===== src/cim_pkg.sv =====
// Constants, types and field layout of the charger interrupt status and mask.
// How it works
// - Status B bits 7..0 hold voltage-limit, contact-detect-timeout, current-limit, thermal-shutdown, supply-valid, zone, high and extreme flags.
// - The contact-detect-timeout flag is set when the contact detect wait times out.
// - The high-temperature flag is set on entering the band above 45 C and below 60 C.
// - Mask A bits 7..0 are charger-type, overvoltage, system-battery-voltage, reserved, battery-detect, charge-status, thermal-regulation, charge-timeout.
// - The charger-type mask bit gates the charger-type-change flag of status A.
// - A mask bit of 0 blocks its source and a 1 lets it pass.
// - The system-battery-voltage mask bit gates its change flag of status A.
// - The thermal-regulation mask bit gates the thermal-regulation-change flag.
// - The charge-timeout mask bit gates the charge-timeout-change flag.
// - The charger-type-change flag is set whenever the four-bit charger type changes.
// - A status bit shows thermal shutdown as 1, and its changes raise the thermal-shutdown flag.
package cim_pkg;

    // ----------------------------------------------------------------
    // Register indices; byte address is four times the index.
    // ----------------------------------------------------------------
    localparam logic [2:0] CIM_IDX_STATUS_D = 3'h4;
    localparam logic [2:0] CIM_IDX_FLAGS_A = 3'h5;
    localparam logic [2:0] CIM_IDX_FLAGS_B = 3'h6;
    localparam logic [2:0] CIM_IDX_MASK_A = 3'h7;

    // ----------------------------------------------------------------
    // Field positions.
    // ----------------------------------------------------------------
    localparam int CIM_B_VLIM = 7;
    localparam int CIM_B_DCD = 6;
    localparam int CIM_B_ILIM = 5;
    localparam int CIM_B_TSD = 4;
    localparam int CIM_B_SUPPLY = 3;
    localparam int CIM_B_ZONE = 2;
    localparam int CIM_B_HIGHT = 1;
    localparam int CIM_B_EXTT = 0;
    localparam int CIM_A_TYPE = 7;
    localparam int CIM_A_OV = 6;
    localparam int CIM_A_SYSBV = 5;
    localparam int CIM_A_RSV = 4;
    localparam int CIM_A_BATDET = 3;
    localparam int CIM_A_CHGSTAT = 2;
    localparam int CIM_A_TREG = 1;
    localparam int CIM_A_TMO = 0;

    // ----------------------------------------------------------------
    // Reset values and write masks.
    // ----------------------------------------------------------------
    localparam logic [7:0] CIM_FLAGS_RST = 8'h00;
    localparam logic [7:0] CIM_MASK_A_RST = 8'h00;
    localparam logic [7:0] CIM_MASK_A_WMASK = 8'hEF;
    localparam logic [7:0] CIM_ALL_ONES = 8'hFF;
    localparam logic [23:0] CIM_RD_PAD = 24'h00_0000;

    // ----------------------------------------------------------------
    // Battery temperature thresholds in degrees Celsius.
    // ----------------------------------------------------------------
    localparam logic signed [7:0] CIM_T_HIGH_LO_C = 8'sh2D;
    localparam logic signed [7:0] CIM_T_HIGH_HI_C = 8'sh3C;
    localparam logic signed [7:0] CIM_T_COLD_C = 8'sh00;

    // ----------------------------------------------------------------
    // Types.
    // ----------------------------------------------------------------
    typedef enum logic [1:0] {
        CIM_BUS_IDLE = 2'b01,
        CIM_BUS_ACK = 2'b10
    } cim_bus_e;

    typedef struct packed {
        logic [3:0] charger_type;
        logic overvoltage;
        logic sys_batt_v;
        logic batt_detect;
        logic [2:0] charge_status;
        logic thermal_reg;
        logic charge_timeout;
    } cim_first_src_s;

    typedef struct packed {
        logic voltage_limit;
        logic current_limit;
        logic data_contact_detect_timeout;
        logic thermal_shutdown_state;
        logic supply_valid;
        logic [2:0] temp_zone;
        logic signed [7:0] batt_temp_c;
    } cim_second_src_s;

endpackage : cim_pkg


===== src/cim_charger_interrupt_status_mask.sv =====
// Interrupt status banks, first mask register and Wishbone slave.
//
// Design decision made here: the Wishbone slave port.
`timescale 1ns/1ps
module cim_charger_interrupt_status_mask
    import cim_pkg::*;
(
    input wire logic core_clk,
    input wire logic rstn,
    input wire logic wb_cyc,
    input wire logic wb_stb,
    input wire logic wb_we,
    input wire logic [4:0] wb_adr,
    input wire logic [3:0] wb_sel,
    input wire logic [31:0] wb_dat_w,
    output logic [31:0] wb_dat_r,
    output logic wb_ack,
    input wire cim_first_src_s src_a,
    input wire cim_second_src_s src_b,
    output logic first_bank_irq
);

    // ----------------------------------------------------------------
    // Declarations.
    // ----------------------------------------------------------------
    cim_bus_e state;
    cim_first_src_s prev_a;
    cim_second_src_s prev_b;
    logic primed;
    logic prev_high;
    logic prev_ext;
    logic high_band;
    logic ext_band;
    logic req;
    logic rd_req;
    logic wr_mask;
    logic [2:0] idx;
    logic [7:0] flags_a;
    logic [7:0] flags_b;
    logic [7:0] mask_a;
    logic [7:0] set_a;
    logic [7:0] set_b;
    logic [7:0] clr_a;
    logic [7:0] clr_b;
    logic [7:0] gated_a;
    logic [7:0] status_d;
    logic [31:0] next_rdata;

    // ----------------------------------------------------------------
    // Bus decode.
    // ----------------------------------------------------------------
    assign idx = wb_adr[4:2];
    assign req = wb_cyc && wb_stb && (state == CIM_BUS_IDLE);
    assign rd_req = req && !wb_we;
    assign wr_mask = req && wb_we && (idx == CIM_IDX_MASK_A) && wb_sel[0];

    // ----------------------------------------------------------------
    // Temperature bands.
    // ----------------------------------------------------------------
    assign high_band = (src_b.batt_temp_c > CIM_T_HIGH_LO_C) &&
                       (src_b.batt_temp_c < CIM_T_HIGH_HI_C);
    assign ext_band = (src_b.batt_temp_c < CIM_T_COLD_C) ||
                      (src_b.batt_temp_c > CIM_T_HIGH_HI_C);

    // ----------------------------------------------------------------
    // Previous input values for change and edge detection.
    // ----------------------------------------------------------------
    // The first cycle after reset only samples the inputs, so that a
    // nonzero level present at reset does not look like a change.
    always_ff @(posedge core_clk) begin
        if (!rstn) begin
            primed <= 1'b0;
            prev_a <= '0;
            prev_b <= '0;
            prev_high <= 1'b0;
            prev_ext <= 1'b0;
        end else begin
            primed <= 1'b1;
            prev_a <= src_a;
            prev_b <= src_b;
            prev_high <= high_band;
            prev_ext <= ext_band;
        end
    end

    // ----------------------------------------------------------------
    // Event detection.
    // ----------------------------------------------------------------
    always_comb begin
        set_a = '0;
        set_b = '0;
        if (primed) begin
            set_a[CIM_A_TYPE] = src_a.charger_type !=
                                prev_a.charger_type;
            set_a[CIM_A_OV] = src_a.overvoltage != prev_a.overvoltage;
            set_a[CIM_A_SYSBV] = src_a.sys_batt_v != prev_a.sys_batt_v;
            set_a[CIM_A_BATDET] = src_a.batt_detect != prev_a.batt_detect;
            set_a[CIM_A_CHGSTAT] = src_a.charge_status !=
                                   prev_a.charge_status;
            set_a[CIM_A_TREG] = src_a.thermal_reg != prev_a.thermal_reg;
            set_a[CIM_A_TMO] = src_a.charge_timeout !=
                               prev_a.charge_timeout;
            set_b[CIM_B_VLIM] = src_b.voltage_limit &&
                                !prev_b.voltage_limit;
            set_b[CIM_B_DCD] = src_b.data_contact_detect_timeout &&
                               !prev_b.data_contact_detect_timeout;
            set_b[CIM_B_ILIM] = src_b.current_limit &&
                                !prev_b.current_limit;
            set_b[CIM_B_TSD] = src_b.thermal_shutdown_state !=
                               prev_b.thermal_shutdown_state;
            set_b[CIM_B_SUPPLY] = src_b.supply_valid != prev_b.supply_valid;
            set_b[CIM_B_ZONE] = src_b.temp_zone != prev_b.temp_zone;
            set_b[CIM_B_HIGHT] = high_band && !prev_high;
            set_b[CIM_B_EXTT] = ext_band && !prev_ext;
        end
    end

    // Reading a bank clears it at the edge that also captures read data.
    assign clr_a = (rd_req && idx == CIM_IDX_FLAGS_A) ? CIM_ALL_ONES : '0;
    assign clr_b = (rd_req && idx == CIM_IDX_FLAGS_B) ?
                   CIM_ALL_ONES : '0;

    // ----------------------------------------------------------------
    // Sticky flags, one flip-flop per bit; a set beats a clear.
    // ----------------------------------------------------------------
    for (genvar i = 0; i < 8; i++) begin : g_flag
        always_ff @(posedge core_clk) begin
            if (!rstn) begin
                flags_a[i] <= CIM_FLAGS_RST[i];
                flags_b[i] <= CIM_FLAGS_RST[i];
            end else begin
                flags_a[i] <= set_a[i] || (flags_a[i] && !clr_a[i]);
                flags_b[i] <= set_b[i] || (flags_b[i] && !clr_b[i]);
            end
        end
    end

    // ----------------------------------------------------------------
    // First mask register.
    // ----------------------------------------------------------------
    always_ff @(posedge core_clk) begin
        if (!rstn) begin
            mask_a <= CIM_MASK_A_RST;
        end else if (wr_mask) begin
            mask_a <= wb_dat_w[7:0] & CIM_MASK_A_WMASK;
        end
    end

    // ----------------------------------------------------------------
    // Masked first-bank interrupt.
    // ----------------------------------------------------------------
    // The output lags the flags by one cycle so it comes from a flop.
    assign gated_a = flags_a & mask_a;

    always_ff @(posedge core_clk) begin
        if (!rstn) begin
            first_bank_irq <= 1'b0;
        end else begin
            first_bank_irq <= |gated_a;
        end
    end

    // ----------------------------------------------------------------
    // Read data.
    // ----------------------------------------------------------------
    assign status_d = {4'h0, src_b.thermal_shutdown_state, src_a.thermal_reg,
                       src_b.data_contact_detect_timeout,
                       src_a.charge_timeout};

    always_comb begin
        next_rdata = '0;
        case (idx)
            CIM_IDX_STATUS_D: begin
                next_rdata = {CIM_RD_PAD, status_d};
            end
            CIM_IDX_FLAGS_A: begin
                next_rdata = {CIM_RD_PAD, flags_a};
            end
            CIM_IDX_FLAGS_B: begin
                next_rdata = {CIM_RD_PAD, flags_b};
            end
            CIM_IDX_MASK_A: begin
                next_rdata = {CIM_RD_PAD, mask_a};
            end
            default: begin
                next_rdata = '0;
            end
        endcase
    end

    // ----------------------------------------------------------------
    // Wishbone handshake.
    // ----------------------------------------------------------------
    // Unmapped addresses are acknowledged and read as zero, so a stray
    // access never hangs the bus.
    always_ff @(posedge core_clk) begin
        if (!rstn) begin
            state <= CIM_BUS_IDLE;
            wb_ack <= 1'b0;
            wb_dat_r <= '0;
        end else begin
            case (state)
                CIM_BUS_IDLE: begin
                    if (req) begin
                        state <= CIM_BUS_ACK;
                        wb_ack <= 1'b1;
                        wb_dat_r <= wb_we ? '0 : next_rdata;
                    end
                end
                CIM_BUS_ACK: begin
                    state <= CIM_BUS_IDLE;
                    wb_ack <= 1'b0;
                end
                default: begin
                    state <= CIM_BUS_IDLE;
                    wb_ack <= 1'b0;
                end
            endcase
        end
    end
endmodule : cim_charger_interrupt_status_mask


===== config.mk =====
export PLATFORM = sky130hd
export DESIGN_NAME = cim_charger_interrupt_status_mask
export DESIGN_NICKNAME = d
export VERILOG_FILES = /design/src/cim_pkg.sv /design/src/cim_charger_interrupt_status_mask.sv
export SDC_FILE = /design/constraint.sdc
export NUM_CORES = 1
export LEC_CHECK = 0
export BUFFER_PORTS_ARGS = -buffer_cell sky130_fd_sc_hd__buf_4
export CAP_MARGIN = 20
export CELL_PAD_IN_SITES_DETAIL_PLACEMENT = 1
export CELL_PAD_IN_SITES_GLOBAL_PLACEMENT = 1
export CORE_MARGIN = 2
export CORE_UTILIZATION = 38
export DETAILED_ROUTE_END_ITERATION = 10
export PLACE_DENSITY_LB_ADDON = 0.1
export SYNTH_ARGS = -nofsm -noshare
export SYNTH_HDL_FRONTEND = slang
export SYNTH_SLANG_ARGS = --single-unit

===== constraint.sdc =====
create_clock -name core_clk -period 2.65 [get_ports core_clk]
set_input_delay 0.1325 -clock core_clk [delete_from_list [all_inputs] [get_ports core_clk]]
set_output_delay 0.1325 -clock core_clk [all_outputs]
set_load 0.05 [all_outputs]

* Word level (Yosys, flattened, before mapping)
Cells that the tools add are included.
Word-level totals: output and inout port bits 34, flip-flop bits (word level) 82
Operators by class: bitwise operators 1, equality and inequality tests 15, magnitude comparators 4, reductions and logical operators 71, mux-type cells 8
Operator list (number):
- 32-bit 2-to-1 mux | 1
- 8-bit one-hot mux with 4 select lines | 1
- 1-bit logical AND | 30
- 8-bit 2-to-1 mux | 3
- 1-bit logical NOT | 22
- 8-bit by 7-bit greater-than comparator with 1-bit output, second input constant | 2
- 1-bit logical OR | 16
- 3-bit == test, second input constant | 4
- 8-bit bitwise AND | 1
- 8-bit by 1-bit < comparator with 1-bit output, second input constant | 1
- 8-bit by 7-bit < comparator with 1-bit output, second input constant | 1
- 8-bit OR reduction | 1
- 1-bit inequality test | 7
- 3-bit inequality test | 2
- 4-bit 2-to-1 mux | 1
- 4-bit inequality test | 1
- 2-bit AND reduction | 2
- 3-bit 2-to-1 mux | 1
- 2-bit by 1-bit == test with 1-bit output, second input constant | 1
- 1-bit 2-to-1 mux | 1

* Longest topological paths before layout
word-level depth 8, depth in mapped cells 5, gate-level depth less buffers 3

* Worst setup path after synthesis
No wires, ideal clock.
kind register to register, from register, netlist name wb_ack, to register flags_b[0], arrival time 1.412 ns, library setup time 0.061 ns, cell stages (with the launch flop) 4, period minus slack after synthesis 1.473 ns, slack 1.177 ns, cell sequence dfxtp_1 > and4b_2 > a41oi_2 > a32o_1
RTL lines:
- end signal, assigned by index | RTL line cim_charger_interrupt_status_mask.sv:130 | flags_b[i] <= CIM_FLAGS_RST[i];
- end signal, assigned by index | RTL line cim_charger_interrupt_status_mask.sv:133 | flags_b[i] <= set_b[i] || (flags_b[i] && !clr_b[i]);
- end, declared | RTL line cim_charger_interrupt_status_mask.sv:39 | logic [7:0] flags_b;

==> metrics.cfg <==
[run_status]
status=completed

[global_routing]
overflow=0
grt_pass1_wl_um=8890
antenna_found_initial=0
grtUsageTotal_pct=16.1
grt_max_degree=29
grt_pass1_vias=1792

[timing]
clock_skew_ps=5.80
slew_violations=0
hold_violations=0
slew_headroom_pct=63.8
min_period_over_period_pct=58.3
tightestPinTransition_ps=543
setup_tns_ps=0
rsz0062_at_grt=no
period_minus_slack_ps=1550
setup_viol=0
fmax_mhz=647
holdWs_ps=21.3

[job]
drv_cap=0

[synth]
synth.distinct_cells=43
synthArstFlopShare_pct=0
synth_area_mm2=0.00245
synth_edf_count=0
post_synth.cell_area_avg_um2=10.9
syn_inst=225
synth.top_cell.area_share_pct=46.5
synth_ff_type=dfxtp_1
ys_ff_latch=57
ys_seq_area_share_pct=46.5
yosys_warnings=0
synthTopCellsByArea=dfxtp_1 (47%), buf_4 (7.6%), and2_1 (5.6%)
yosys.area.top_type=dfxtp_1

[hold_path]
hold_depth=2
hold_start=src_a[2]
hold_path_class=in -> reg

[power_and_ir_drop]
power_density_mw_per_mm2=629
power_mw=1.88
irDropWorstVdd_uv=325
p_leak_nw=1.26

[cts]
cts_sinks=57
cts_buffer_depth=2
postCtsHoldBufs=2
post-cts-setup-buffers=0
cts_resized=0
clock_latency_ps=330
htree_levels=3
clk_pin_slew_ps=60
cts_tree=built
clockRootBuffer=clkbuf_8
cts_made_buffers=9

[finish]
fin_nets=355
final_cell_mix=dfxtp_1 (57), buf_4 (53), conb_1 (24), and2_1 (22), o2bb2ai_1 (13)
drive_gt1_share_pct=27.8
regArea_mm2=0.00114
final_common_cell=dfxtp_1
multi_input_comb_area_mm2=0.00114
postLayoutCoreUtil_pct=47.3
syn2layout_area_growth_pct=21.8
num_antenna_cells=0
fillers=733

[placed_design]
dp_hpwl_um=3900
numPortBuffers=53
place_congestion=0.730

[detailed_routing]
routed_wl_um=5330
top_layer_used=met4
drc=0
viasPerCell=5.00
ant_nets=0
met2_length_um=2500
vias=1805
dr.pass1.iters=5
wl_per_cell_um=14.8
wl_met1_um=2440
first_iter_violations=84
wl_met3_um=334

[die]
die_w_um=84.4
start_util_pct=38.9
coreArea_mm2=0.00631
pin_count=108
num_rows=29
dieHeight_um=84.4
dieArea_mm2=0.00712

[critical_path]
r2r_start=wb_ack$_SDFFE_PN0N_
critical_path_peak_fanout=13
reg2reg_slack_ps=1100
cp-startpoint=wb_ack$_SDFFE_PN0N_
reg2reg_depth=3
crit_type=reg -> reg
crit_path_end_kind=register
critPathRequiredTime_ps=2870
critPathLaunchType=register
cp.arrival_ps=1760

sequential cells by signal, summed over array words and instances (netlist names), 7 cells and up:
register	cells
mask_a	7
prev_b	8
wb_dat_r	8
prev_a	12
flags_b	8
flags_a	8
cells in the mapped netlist, drive strengths merged, types with 3 or more instances:
master and count:
inv 7, o2bb2ai 13, o21ai 3, nand4 9, a22o 4, and2 22, xnor2 7, a21oi 8
xor2 10, buf 29, o31ai 7, a32o 3, a22oi 5, clkbuf 4, nand2 3, dfxtp 57
mux2 3, mux4 4
worst max-delay path, stage by stage (launching register included):
cell and delay [ps]:
dfxtp_1 310, and4b_2 490, a41oi_2 330, a32o_1 300
final timing paths:
path,end
setup / recovery,flags_b[7]$_SDFF_PN0_
hold / removal,prev_a[2]$_SDFF_PN0_
setup reg to reg,flags_b[7]$_SDFF_PN0_
hold reg to reg,wb_dat_r[4]$_SDFFE_PN0P_
layout make-up:
class,instances,share of cell area [%]
clock buffer,14,5.44
inverter,7,0.879
multi-input combinational,151,38.3
sequential,57,38.2
tap,77,3.22
timing repair buffer,55,14.0
power by group:
| group | total [mW] | leakage (nW) | switching [mW] | internal, mW |
|---|---|---|---|---|
| Clock | 0.684 | 0.0826 | 0.303 | 0.381 |
| Combinational | 0.269 | 0.705 | 0.166 | 0.103 |
| Sequential | 0.927 | 0.470 | 0.0262 | 0.900 |
| Total | 1.88 | 1.26 | 0.495 | 1.38 |
cell families after synthesis:
group | count (synthesis) | share of synthesized area (%)
buffers and inverters | 40 | 10.4
DFF | 57 | 46.5
AOI/OAI and AO/OA | 52 | 17.8
and+or+nand+nor | 51 | 13.7
other | 1 | 0.153
muxes | 7 | 5.35
xor gates and xnor gates | 17 | 6.07
per-stage QoR:
stage | area (um^2) | instances | worst slack [ps]
5_1_grt | 2990 | 361 | 1000
4_1_cts | 2990 | 361 | 1100
6_report | 2990 | 361 | 1100
3_3_place_gp | 2810 | 345 | 1120
2_1_floorplan | 2540 | 248 | 1180
3_5_place_dp | 2810 | 345 | 1110
metal layers:
layer  track usage, %  vias to the layer above
li1                 -                      881
met1             20.5                      866
met2             25.8                       53
met3             6.29                        5
met4             3.90                        0
met5                0                        -
Power figures use the tool's default switching activity.
